===== config.mk =====
export PLATFORM = sky130hd
export DESIGN_NAME = multicast_hash_filter
export DESIGN_NICKNAME = d
export VERILOG_FILES = /design/src/design/multicast_hash_filter.v /design/src/design/byte_fifo.v
export VERILOG_INCLUDE_DIRS = /design/src /design/src/design
export SDC_FILE = /design/constraint.sdc
export NUM_CORES = 1
export LEC_CHECK = 0
export BUFFER_PORTS_ARGS = -buffer_cell sky130_fd_sc_hd__buf_4
export CAP_MARGIN = 25
export CORE_AREA = 5 5 193 195
export DETAILED_ROUTE_END_ITERATION = 8
export DIE_AREA = 0 0 198 200
export SLEW_MARGIN = 20
export SYNTH_ARGS = -nofsm -noshare
export SYNTH_HDL_FRONTEND = slang
export SYNTH_SLANG_ARGS = --single-unit

===== constraint.sdc =====
create_clock -name mclk -period 15.2 [get_ports mclk]
set_clock_uncertainty 0.1 [all_clocks]
set_input_delay 0.76 -clock mclk [delete_from_list [all_inputs] [get_ports mclk]]
set_output_delay 0.76 -clock mclk [all_outputs]
set_load 0.005 [all_outputs]

===== src/design/mcast_filter_map.vh =====
/*
  Constants of the receive multicast hash filter: frame delimiter,
  hash CRC parameters, filter table shape and client buffer shape.
  Assumes it is included by bare name from the design files only.
*/
`ifndef MCAST_FILTER_MAP_VH
`define MCAST_FILTER_MAP_VH

// ----------------------------------------------------------------
// Frame delimiting
// ----------------------------------------------------------------
`define SFD_BYTE 8'hD5
`define DA_BYTES 3'h6

// ----------------------------------------------------------------
// Hash CRC
// ----------------------------------------------------------------
`define HASH_POLYNOMIAL 32'h04C11DB6
`define CRC_INIT 32'hFFFFFFFF
`define HASH_SHIFT 25
`define HASH_MASK 32'h0000003F
`define REG_SEL_SHIFT 3
`define BIT_SEL_MASK 6'h07
`define MCAST_BIT 0

// ----------------------------------------------------------------
// Filter table and client buffer
// ----------------------------------------------------------------
`define FILT_REGS 8
`define FILT_REG_BITS 8
`define FILT_RESET 64'h0000000000000000
`define FIFO_WIDTH 10
`define FIFO_DEPTH 16
`define FIFO_AW 4

`endif


===== src/design/multicast_hash_filter.v =====
/*
  Receive multicast hash filter of an Ethernet MAC. Samples a 16-bit
  receive word interface, splits words into bytes, hashes the
  destination address of each frame and either delivers the frame to
  the client through a byte buffer or drops it.
  Assumes rx_clk and its data come from another clock domain and are
  much slower than mclk (at least eight mclk cycles per word); the
  filter write port and client_ready come from mclk logic.
*/
`include "mcast_filter_map.vh"
`default_nettype none

module multicast_hash_filter (
  input wire mclk,
  input wire rst,
  input wire rx_clk,
  input wire [1:0] rx_dv,
  input wire [1:0] rx_er,
  input wire [15:0] rx_d,
  input wire filt_we,
  input wire [2:0] filt_index,
  input wire [7:0] filt_value,
  output wire client_valid,
  input wire client_ready,
  output wire [7:0] client_data,
  output wire client_err,
  output wire client_last,
  output reg frame_drop,
  output reg rx_overflow
);

  localparam [1:0] ST_HUNT = 2'h0;
  localparam [1:0] ST_DATA = 2'h1;
  localparam [1:0] ST_FLUSH = 2'h2;

  // ----------------------------------------------------------------
  // Hash CRC over one byte
  // ----------------------------------------------------------------
  // Bit-serial CRC unrolled over a byte, least significant bit first.
  function [31:0] crc_byte;
    input [31:0] c;
    input [7:0] b;
    integer k;
    reg cy;
    reg [31:0] r;
    begin
      r = c;
      for (k = 0; k < 8; k = k + 1)
      begin
        cy = r[31] ^ b[k];
        r = {r[30:0], 1'b0};
        if (cy)
        begin
          r = (r ^ `HASH_POLYNOMIAL) | 32'h00000001;
        end
      end
      crc_byte = r;
    end
  endfunction

  // ----------------------------------------------------------------
  // Link synchronisers and word capture
  // ----------------------------------------------------------------
  reg rxc_s1;
  reg rxc_s2;
  reg rxc_s3;
  reg [19:0] lnk_s1;
  reg [19:0] lnk_s2;
  wire word_en;

  // Every link input passes two flops before anything looks at it.
  always @(posedge mclk or posedge rst)
  begin
    if (rst)
    begin
      rxc_s1 <= 1'b0;
      rxc_s2 <= 1'b0;
      rxc_s3 <= 1'b0;
      lnk_s1 <= 20'h00000;
      lnk_s2 <= 20'h00000;
    end
    else
    begin
      rxc_s1 <= rx_clk;
      rxc_s2 <= rxc_s1;
      rxc_s3 <= rxc_s2;
      lnk_s1 <= {rx_er, rx_dv, rx_d};
      lnk_s2 <= lnk_s1;
    end
  end

  // The word is taken at the falling edge of the link clock, half a period
  // away from where the sender changes it, so the synced bits are settled.
  assign word_en = rxc_s3 & ~rxc_s2;

  // ----------------------------------------------------------------
  // Word to byte splitting
  // ----------------------------------------------------------------
  reg [1:0] pend_v_q;
  reg [1:0] pend_e_q;
  reg [15:0] pend_d_q;
  reg end_pend_q;
  reg link_act_q;
  reg ovf_q;
  reg [1:0] st_q;
  wire fifo_in_ready;
  wire take;
  wire [7:0] byte_d;
  wire byte_e;
  wire end_go;

  // A byte is consumed only when the buffer can take a write; a full
  // buffer therefore stalls the splitter until the next word overruns it.
  assign take = (|pend_v_q) & fifo_in_ready & (st_q != ST_FLUSH);
  assign byte_d = pend_v_q[0] ? pend_d_q[7:0] : pend_d_q[15:8];
  assign byte_e = (pend_v_q[0] ? pend_e_q[0] : pend_e_q[1]) | ovf_q;
  assign end_go = end_pend_q & ~(|pend_v_q) & (st_q != ST_FLUSH);

  // Lane 0 is the earlier byte of a word; error bits follow their lane.
  always @(posedge mclk or posedge rst)
  begin
    if (rst)
    begin
      pend_v_q <= 2'h0;
      pend_e_q <= 2'h0;
      pend_d_q <= 16'h0000;
      end_pend_q <= 1'b0;
      link_act_q <= 1'b0;
      ovf_q <= 1'b0;
      rx_overflow <= 1'b0;
    end
    else
    begin
      rx_overflow <= 1'b0;
      if (word_en)
      begin
        pend_v_q <= lnk_s2[17:16];
        pend_e_q <= lnk_s2[19:18];
        pend_d_q <= lnk_s2[15:0];
        link_act_q <= |lnk_s2[17:16];
        if (|pend_v_q)
        begin
          ovf_q <= 1'b1;
          rx_overflow <= 1'b1;
        end
        if (link_act_q & ~(|lnk_s2[17:16]))
        begin
          end_pend_q <= 1'b1;
        end
      end
      else if (take)
      begin
        if (pend_v_q[0])
        begin
          pend_v_q[0] <= 1'b0;
        end
        else
        begin
          pend_v_q[1] <= 1'b0;
        end
      end
      if (end_go)
      begin
        end_pend_q <= 1'b0;
        ovf_q <= 1'b0;
      end
    end
  end

  // ----------------------------------------------------------------
  // Filter table
  // ----------------------------------------------------------------
  localparam [63:0] FILT_RST = `FILT_RESET;
  reg [63:0] filt_q;

  // A write replaces one whole register, so any mix of bits can be set.
  genvar gi;
  generate
    for (gi = 0; gi < `FILT_REGS; gi = gi + 1)
    begin : g_filt
      always @(posedge mclk or posedge rst)
      begin
        if (rst)
        begin
          filt_q[gi*8+7:gi*8] <= FILT_RST[gi*8+7:gi*8];
        end
        else if (filt_we && (filt_index == gi))
        begin
          filt_q[gi*8+7:gi*8] <= filt_value;
        end
      end
    end
  endgenerate

  // ----------------------------------------------------------------
  // Hash and decision
  // ----------------------------------------------------------------
  reg [31:0] crc_q;
  reg [2:0] dl_cnt_q;
  reg mc_q;
  reg pass_q;
  wire [31:0] crc_nx;
  wire [31:0] crc_sh;
  wire [5:0] hash;
  wire [2:0] reg_sel;
  wire [2:0] bit_sel;
  wire [5:0] bit_m;
  wire mc_nx;
  wire hit;

  assign crc_nx = crc_byte(crc_q, byte_d);
  assign crc_sh = (crc_nx >> `HASH_SHIFT) & `HASH_MASK;
  assign hash = crc_sh[5:0];
  assign reg_sel = hash[5:3];
  assign bit_m = hash & `BIT_SEL_MASK;
  assign bit_sel = bit_m[2:0];
  assign hit = filt_q[{reg_sel, bit_sel}];
  assign mc_nx = (dl_cnt_q == 3'h0) ? byte_d[`MCAST_BIT] : mc_q;

  // ----------------------------------------------------------------
  // Address delay line and frame sequencer
  // ----------------------------------------------------------------
  // The six address bytes wait here until the verdict is known, so that a
  // dropped frame never reaches the buffer.
  reg [53:0] dl_q;
  reg [2:0] fl_cnt_q;
  wire dl_full;
  wire [8:0] oldest;
  wire fifo_wr;
  wire [9:0] fifo_wd;

  assign dl_full = (dl_cnt_q == `DA_BYTES);
  assign oldest = dl_q[53:45];
  assign fifo_wr = pass_q & ((take & (st_q == ST_DATA) & dl_full) |
                             ((st_q == ST_FLUSH) & fifo_in_ready));
  assign fifo_wd = {(st_q == ST_FLUSH) & (fl_cnt_q == 3'h1), oldest};

  always @(posedge mclk or posedge rst)
  begin
    if (rst)
    begin
      st_q <= ST_HUNT;
      crc_q <= `CRC_INIT;
      dl_cnt_q <= 3'h0;
      dl_q <= 54'h0;
      fl_cnt_q <= 3'h0;
      mc_q <= 1'b0;
      pass_q <= 1'b0;
      frame_drop <= 1'b0;
    end
    else
    begin
      frame_drop <= 1'b0;
      case (st_q)
        ST_HUNT:
        begin
          // Preamble bytes are discarded until the delimiter shows up.
          if (take && (byte_d == `SFD_BYTE))
          begin
            st_q <= ST_DATA;
            crc_q <= `CRC_INIT;
            dl_cnt_q <= 3'h0;
            pass_q <= 1'b0;
          end
        end
        ST_DATA:
        begin
          if (take)
          begin
            dl_q <= {dl_q[44:0], byte_e, byte_d};
            if (!dl_full)
            begin
              crc_q <= crc_nx;
              mc_q <= mc_nx;
              dl_cnt_q <= dl_cnt_q + 3'h1;
              if (dl_cnt_q == `DA_BYTES - 3'h1)
              begin
                // Unicast passes untouched; multicast needs its bit.
                pass_q <= ~mc_nx | hit;
              end
            end
          end
          else if (end_go)
          begin
            // Runt frames never finish an address and are dropped.
            if (dl_full)
            begin
              st_q <= ST_FLUSH;
              fl_cnt_q <= `DA_BYTES;
              frame_drop <= ~pass_q;
            end
            else
            begin
              st_q <= ST_HUNT;
              frame_drop <= 1'b1;
            end
          end
        end
        ST_FLUSH:
        begin
          // The tail waits for buffer room; the link gap covers this.
          if (fifo_in_ready)
          begin
            dl_q <= {dl_q[44:0], 9'h000};
            fl_cnt_q <= fl_cnt_q - 3'h1;
            if (fl_cnt_q == 3'h1)
            begin
              st_q <= ST_HUNT;
              dl_cnt_q <= 3'h0;
            end
          end
        end
        default:
        begin
          st_q <= ST_HUNT;
        end
      endcase
      if (end_go && (st_q == ST_HUNT))
      begin
        dl_cnt_q <= 3'h0;
      end
    end
  end

  // ----------------------------------------------------------------
  // Client buffer
  // ----------------------------------------------------------------
  wire [9:0] fifo_rd;

  byte_fifo #(
    .WIDTH(`FIFO_WIDTH),
    .DEPTH(`FIFO_DEPTH),
    .AW(`FIFO_AW)
  ) u_fifo (
    .clk(mclk),
    .rst(rst),
    .in_valid(fifo_wr),
    .in_ready(fifo_in_ready),
    .in_data(fifo_wd),
    .out_valid(client_valid),
    .out_ready(client_ready),
    .out_data(fifo_rd)
  );

  assign client_data = fifo_rd[7:0];
  assign client_err = fifo_rd[8];
  assign client_last = fifo_rd[9];

endmodule

`default_nettype wire


===== src/design/byte_fifo.v =====
/*
  Small synchronous FIFO with registered read data and valid/ready on
  both sides. Holds the received bytes on their way to the MAC client.
  Assumes one clock and an asynchronous active-high reset.
*/
`default_nettype none

module byte_fifo #(
  parameter WIDTH = 10,
  parameter DEPTH = 16,
  parameter AW = 4
) (
  input wire clk,
  input wire rst,
  input wire in_valid,
  output wire in_ready,
  input wire [WIDTH-1:0] in_data,
  output reg out_valid,
  input wire out_ready,
  output reg [WIDTH-1:0] out_data
);

  localparam [AW:0] FULL_CNT = DEPTH;

  reg [WIDTH-1:0] mem [0:DEPTH-1];
  reg [AW-1:0] wr_ptr_q;
  reg [AW-1:0] rd_ptr_q;
  reg [AW:0] count_q;
  wire push;
  wire pop;

  // Full is exact, so the writer really stalls once the drain stops.
  assign in_ready = (count_q != FULL_CNT);
  assign push = in_valid & in_ready;
  assign pop = (count_q != {(AW+1){1'b0}}) & (~out_valid | out_ready);

  // ----------------------------------------------------------------
  // Storage
  // ----------------------------------------------------------------
  // The array carries no reset so that it can map onto RAM.
  always @(posedge clk)
  begin
    if (push)
    begin
      mem[wr_ptr_q] <= in_data;
    end
  end

  // ----------------------------------------------------------------
  // Pointers and output register
  // ----------------------------------------------------------------
  // Read data come out of a register, one cycle after the pop.
  always @(posedge clk or posedge rst)
  begin
    if (rst)
    begin
      wr_ptr_q <= {AW{1'b0}};
      rd_ptr_q <= {AW{1'b0}};
      count_q <= {(AW+1){1'b0}};
      out_valid <= 1'b0;
      out_data <= {WIDTH{1'b0}};
    end
    else
    begin
      if (push)
      begin
        wr_ptr_q <= wr_ptr_q + 1'b1;
      end
      if (pop)
      begin
        rd_ptr_q <= rd_ptr_q + 1'b1;
        out_data <= mem[rd_ptr_q];
        out_valid <= 1'b1;
      end
      else if (out_ready)
      begin
        out_valid <= 1'b0;
      end
      if (push & ~pop)
      begin
        count_q <= count_q + 1'b1;
      end
      else if (pop & ~push)
      begin
        count_q <= count_q - 1'b1;
      end
    end
  end

endmodule

`default_nettype wire


# --- After elaboration in Yosys (flattened, before gate mapping) ---
# Memories as Yosys holds them, arrays and structs flattened. A register that Yosys moved wholly into a read port is not among the register bits.
# Index checks and enable logic that the tools add are counted.
op_classes:
  n_mux: 65
  n_mul: 0
  magnitude_cmp: 1
  div_mod_pow: 0
  n_shift: 0
  n_addsub: 6
  n_eq_ne: 30
  reduce_logical: 35
  bitwise_logic: 44
ops:
  columns: ["operator", "count"]
  rows:
  - ["$mux W27", 8]
  - ["$mux W54", 2]
  - ["$pmux W54 S2", 1]
  - ["$not A13 Y13", 8]
  - ["$mux W32", 3]
  - ["$pmux W32 S2", 1]
  - ["$mux W3", 10]
  - ["$mux W1", 24]
  - ["$eq A3 B3 Y1 const B", 6]
  - ["$ne A2 B2 Y1 const B", 9]
  - ["$mux W2", 8]
  - ["$reduce_bool A2 Y1", 8]
  - ["$and A1 B1 Y1", 15]
  - ["$reduce_and A5 Y1", 3]
  - ["$ne A3 B2 Y1 const B", 4]
  - ["$logic_and A1 B1 Y1", 10]
  - ["$mux W5", 2]
  - ["$not A1 Y1", 9]
  - ["$pmux W3 S3", 1]
  - ["$add A4 B1 Y4 const B", 2]
  - ["$eq A8 B8 Y1 const B", 1]
  - ["$mux W8", 1]
  - ["$xor A1 B1 Y1", 8]
  - ["$lt A6 B7 Y1 const B", 1]
  - ["other kinds (25)", 36]
word_totals:
  elab_cells: 215
  latch_bits: 0
  register_bits: 242
  ram_bits: 160
  mem_count: 1
  romBits: 0
  output_inout_bits: 13
memory_table:
  columns: ["memory", "depth", "width", "rd", "rd_ports_with_merged_regs", "write_ports", "line", "rtl"]
  rows:
  - ["u_fifo.mem", 16, 10, 1, 1, 1, "byte_fifo.v:25", "reg [WIDTH-1:0] mem [0:DEPTH-1];"]

# --- Logic depth before layout (Yosys ltp) ---
depth:
  depth_word: 24
  mapped_depth: 14

# --- Cells and area by module ---
# Synthesis repeated with hierarchy kept, for this count alone.
hier_totals:
  cells_unflattened: 1126
  area_unflattened_um2: 17255.3
by_module_without_submodules:
  columns: ["module", "seq_area_each_um2", "cells_per_inst", "area_each_um2", "instances"]
  rows:
  - ["multicast_hash_filter", 5745.5, 756, 9909.5, 1]
  - ["byte_fifo", 5405.2, 370, 7345.8, 1]

# --- Worst setup path before layout ---
# No wires, ideal clock.
synth_timing:
  path_kind: "reg2reg"
  start: "register u_fifo.count_q[2]"
  end: "register u_fifo.count_q[4]"
  setup_slack_ps: 11986
  arrival_time_ps: 2988
  period_less_slack_ps: 3214
  stages_incl_launch_ff: 12
  cell_sequence: "dfrtp_1 or4_1 o21ai_1 clkbuf_1 ha_1 inv_1 fa_1 a21o_1 a21oi_1 xnor2_1 nor2_1 xor2_1"
synth_between:
  elab_chain_len: 11
  elab_cells_between_ends: 20
  classes_between: "add/sub: 2; eq/ne: 1; mux: 2; bitwise: 13; reduce/logical: 2"
synth_rtl:
  columns: ["item", "line", "rtl"]
  rows:
  - ["start, declared", "byte_fifo.v:28", "reg [AW:0] count_q;"]
  - ["start signal, assigned", "byte_fifo.v:59", "count_q <= {(AW+1){1'b0}};"]
  - ["start signal, assigned", "byte_fifo.v:81", "count_q <= count_q + 1'b1;"]
  - ["start signal, assigned", "byte_fifo.v:85", "count_q <= count_q - 1'b1;"]
  - ["$ne A5 B5 Y1", "byte_fifo.v:33", "assign in_ready = (count_q != FULL_CNT);"]
  - ["$and A1 B1 Y1 (2 in a row)", "multicast_hash_filter.v:114", "assign take = (|pend_v_q) & fifo_in_ready & (st_q != ST_FLUSH);"]
  - ["$and A1 B1 Y1 (2 in a row)", "multicast_hash_filter.v:234", "assign fifo_wr = pass_q & ((take & (st_q == ST_DATA) & dl_full) |"]
  - ["$or A1 B1 Y1", "multicast_hash_filter.v:234", null]
  - ["$and A1 B1 Y1", "multicast_hash_filter.v:234", null]
  - ["$and A1 B1 Y1", "byte_fifo.v:34", "assign push = in_valid & in_ready;"]
  - ["$not A1 Y1", "byte_fifo.v:83", "else if (pop & ~push)"]
  - ["$and A1 B1 Y1", "byte_fifo.v:83", null]
  - ["$reduce_bool A2 Y1 (no source line)", null, null]
# Parallel ways exist; a longest one is shown, timed or not. The select of a mux whose other input is x is not followed.
# A chain may end at the register's enable or synchronous reset.

# --- Worst setup path in the final report ---
layout_timing:
  start: "register pend_v_q[0]"
  end: "register pass_q"
layout_between:
  elab_chain_len: 16
  elab_cells_between_ends: 41
  classes_between: "eq/ne: 3; mux: 16; bitwise: 19; reduce/logical: 3"
layout_rtl:
  columns: ["item", "line", "rtl"]
  rows:
  - ["start, declared", "multicast_hash_filter.v:99", "reg [1:0] pend_v_q;"]
  - ["start signal, assigned", "multicast_hash_filter.v:137", "pend_v_q <= lnk_s2[17:16];"]
  - ["$mux W8", "multicast_hash_filter.v:115", "assign byte_d = pend_v_q[0] ? pend_d_q[7:0] : pend_d_q[15:8];"]
  - ["$xor A1 B1 Y1", "multicast_hash_filter.v:50", "cy = r[31] ^ b[k];"]
  - ["$mux W27", "multicast_hash_filter.v:52", "if (cy)"]
  - ["$not A13 Y13 (no source line)", null, null]
  - ["$mux W27 (3 in a row)", "multicast_hash_filter.v:52", null]
  - ["$not A13 Y13 (no source line)", null, null]
  - ["$mux W27", "multicast_hash_filter.v:52", null]
  - ["$bmux W1 S6", "multicast_hash_filter.v:217", "assign hit = filt_q[{reg_sel, bit_sel}];"]
  - ["$mux W1 (not written as such)", "multicast_hash_filter.v:217", null]
  - ["$or A1 B1 Y1", "multicast_hash_filter.v:279", "pass_q <= ~mc_nx | hit;"]
  - ["$mux W1", "multicast_hash_filter.v:276", "if (dl_cnt_q == `DA_BYTES - 3'h1)"]
  - ["$mux W1", "multicast_hash_filter.v:271", "if (!dl_full)"]
  - ["$mux W1", "multicast_hash_filter.v:268", "if (take)"]
  - ["$pmux W1 S2", "multicast_hash_filter.v:254", "case (st_q)"]
  - ["end signal, assigned", "multicast_hash_filter.v:279", null]
  - ["end, declared", "multicast_hash_filter.v:201", "reg pass_q;"]
# Parallel ways exist; a longest one is shown, timed or not. The select of a mux whose other input is x is not followed.

==> results.py <==
metrics = {
    "logic_synthesis": {
        "syn-num-nets": 1147,
        "synthTopCellsByArea": "dfrtp_1 32%, edfxtp_1 28%, mux2_2 9.3%, mux4_2 6.6%, dfstp_2 4.9%",
        "ys_types": 54,
        "netlist_area_um2": 17000,
        "synth-async-reset-ratio_pct": 61.2,
        "synthCells": 1095,
        "yosys_register_bits": 412,
        "avgSynthCellArea_um2": 15.5,
        "ys.flop_type": "dfrtp_1",
        "synthTopCellsByCount": "220 x dfrtp_1, 160 x edfxtp_1, 140 x mux2_2, 79 x nand2_1, 57 x nor2_1",
        "synth.largest_area_cell": "dfrtp_1",
        "yosys_warnings": 0,
        "seq_area_frac_synth_pct": 65.6,
        "synth_top_area_share_pct": 32.4,
        "synth_edf_count": 160,
        "yosys.cell_count.top_type": "dfrtp_1",
    },
    "clock_tree": {
        "cts_htree_levels": 2,
        "cts_buffers": 44,
        "cts.sinks": 412,
        "cts_buffer_depth": 3,
        "worstSkewPairLatency_ps": 560,
        "path_clk_slew_ps": 60,
        "cts_hold_buf": 0,
        "ctsResizeCount": 0,
        "postCtsSetupRepairBufs": 0,
        "cts_tree": "built",
        "root_buffer": "clkbuf_16",
    },
    "setup_path": {
        "critPathBufInv": 0,
        "arrival_ps": 4510,
        "path_max_fanout": 25,
        "path_cells": "mux2i_1 > xnor2_2 > xnor3_1 > xnor2_4 > nand2_1 > and3_1 > a311oi_1 > a311oi_1 > or4_1 > a31oi_1",
        "max_stage_delay_ps": 830,
        "worst_path_max_delay_cell": "dfrtp_1",
        "cpMostUsedCell": "a311oi_1",
        "start_kind": "flop",
        "cp.required_ps": 15580,
        "critPathKind": "flop to flop",
        "path_delay_family": "XOR/XNOR gates",
        "crit_path_end_kind": "flop",
    },
    "floorplanning": {
        "start_util_pct": 48.2,
        "core_um2": 35200,
        "fp.dieArea_um2": 39600,
        "chipWidth_um": 198,
        "std_cell_rows": 69,
        "die_y_um": 200,
        "top_level_ports": 49,
    },
    "power_and_ir_drop": {
        "power.switching_mw": 1.37,
        "cellPowerDensity_nw_per_um2": 201,
        "p_leak_nw": 8.08,
        "power.internal_mw": 2.56,
        "p_clk_share_pct": 28.2,
        "vdd_drop_max_v": 0.000192,
        "switching_share_pct": 34.9,
        "total_power_mw": 3.93,
        "seq_power_share_pct": 34.8,
        "combPwrFrac_pct": 37.0,
    },
    "timing": {
        "rsz0062_at_grt": "no",
        "min_period_ps": 4130,
        "fin_ws_ps": 11070,
        "max_slew_margin_pct": 34.9,
        "finalCritPeriodShare_pct": 27.2,
        "hold_viol": 0,
        "slew_viol_final": 0,
        "worstMarginPinSlew_ps": 973,
        "fin_setup_tns_ps": 0,
        "whs_ps": 208,
        "setup_violations": 0,
        "fmax_ghz": 0.242,
    },
    "layout": {
        "layout.cells.non_filler": 1660,
        "drive_above_1_share_pct": 33.3,
        "multi_input_area_um2": 5640,
        "antenna_cells": 0,
        "fin_util_pct": 55.3,
        "area_growth_syn_to_layout_pct": 14.7,
        "final_area_um2": 19500,
        "fillers": 2863,
        "seq_area_um2": 11200,
        "final_nets": 1215,
    },
    "global_route": {
        "antenna_found_initial": 0,
        "grt_pass1_wl_um": 53400,
        "gr-total-overflow": 0,
        "grt_max_degree": 120,
        "grt_pass1_vias": 9424,
        "grt_use_total_pct": 17.3,
    },
    "routing": {
        "via_count": 8894,
        "final_antenna_net_count": 0,
        "routed_via_density": 5.36,
        "first_pass_iters": 4,
        "post-route-drc-count": 0,
        "routedWlPerCell_um": 19.8,
        "drt_iter0_drc": 400,
        "routed_wl_um": 32800,
    },
    "placement": {
        "portBuffers": 48,
        "dp_hpwl_um": 21000,
        "pre_cts_ws_ps": 11050,
        "placed_cell_area_um2": 17900,
        "dp_cells": 1576,
        "gp_congestion": 0.786,
    },
    "run_status": {
        "status": "finished clean",
    },
    "worst_hold_path": {
        "hold_class": "input pin to flop",
    },
    "run": {
        "drv_cap": 0,
    },
}
-- final cells by class --
type                            count  area share [%]
Timing Repair Buffer               75            2.90
Clock inverter                     28            1.66
Multi-Input combinational cell    621            28.9
Clock buffer                       54            6.11
Tap cell                          461            2.96
Inverter                            9           0.212
Sequential cell                   412            57.2
-- cell families after synthesis --
family,count (synthesis),share of synthesized area (%)
buffers and inverters,62,1.49
AND/OR/NAND/NOR,216,5.93
adder cells (fa/ha/maj),16,1.22
flip-flops,412,65.6
AO/OA/AOI/OAI,97,3.40
XOR/XNOR,86,5.30
multiplexers,206,17.0
-- flip-flops by register name (all words and copies together) (netlist names), 2 cells and up --
| name | flops |
|---|---|
| pend_v_q | 2 |
| st_q | 2 |
| dl_cnt_q | 3 |
| fl_cnt_q | 3 |
| pend_d_q | 16 |
| u_fifo.wr_ptr_q | 4 |
| u_fifo.count_q | 5 |
| lnk_s1 | 20 |
| u_fifo.out_data | 10 |
| lnk_s2 | 20 |
| filt_q | 64 |
| crc_q | 32 |
| u_fifo.rd_ptr_q | 4 |
| pend_e_q | 2 |
| u_fifo.mem | 160 |
| dl_q | 54 |
-- cell usage in the layout, fill, tap and decap left out, types with 8 or more instances in the layout --
master     Yosys  layout
clkbuf_16      0      45
mux2_2       140     140
nand4_1       11      11
nand3_1       23      23
dfstp_2       32      32
edfxtp_1     160     160
buf_4          1      73
mux2i_1       13      13
xnor2_1       43      43
mux4_2        50      50
inv_1          9       8
ha_1          15      15
a21oi_1       41      39
dfrtp_1      220     219
nand2b_1       9       9
a31oi_1       11      11
nor2_1        57      53
xor2_1        31      30
o21ai_0       21      21
clkinv_2       0      12
nand2_1       79      79
-- metal layers --
| metal | global-route usage, % | vias to the layer above | part of all wire, % |
|---|---|---|---|
| met5 | 0 | - | 0 |
| met4 | 4.31 | 0 | 1.9 |
| met3 | 3.52 | 45 | 4.3 |
| met2 | 28.6 | 160 | 49 |
| met1 | 23.8 | 4526 | 45 |
| li1 | - | 4163 | - |
-- power by group through the flow --
| stage | Combinational [mW] | Sequential, mW | Clock (mW) |
|---|---|---|---|
| floorplan | 1.15 | 1.36 | 0 |
| global placement | 1.43 | 1.39 | 0 |
| detailed placement | 1.46 | 1.39 | 0 |
| CTS | 1.46 | 1.37 | 1.14 |
| global route | 1.60 | 1.38 | 1.19 |
| finish | 1.45 | 1.37 | 1.11 |
-- worst register-to-register path: cells and delay by family (launching register included) --
kind | cells | cell delay, ps
XOR/XNOR | 3 | 1560
flip-flops | 1 | 830
AND/OR/NAND/NOR | 3 | 790
AO/OA/AOI/OAI | 3 | 470
multiplexers | 1 | 290
-- path summary, 6_finish.rpt --
check | start | endpoint | slack, ps | depth (start not counted)
hold reg to reg | lnk_s1[10]$_DFF_PP0_ | lnk_s2[10]$_DFF_PP0_ | 240 | 0
min in group asynchronous | rst | rx_overflow$_DFF_PP0_ | 270 | 2
setup reg to reg | pend_v_q[0]$_DFFE_PP0P_ | pass_q$_DFFE_PP0P_ | 11070 | 10
max in group asynchronous | rst | filt_q[23]$_DFFE_PP0P_ | 13320 | 3
hold / removal | rx_d[8] | lnk_s1[8]$_DFF_PP0_ | 210 | 1
setup / recovery | pend_v_q[0]$_DFFE_PP0P_ | pass_q$_DFFE_PP0P_ | 11070 | 10
Note: power is estimated with default switching activity, not from simulation.
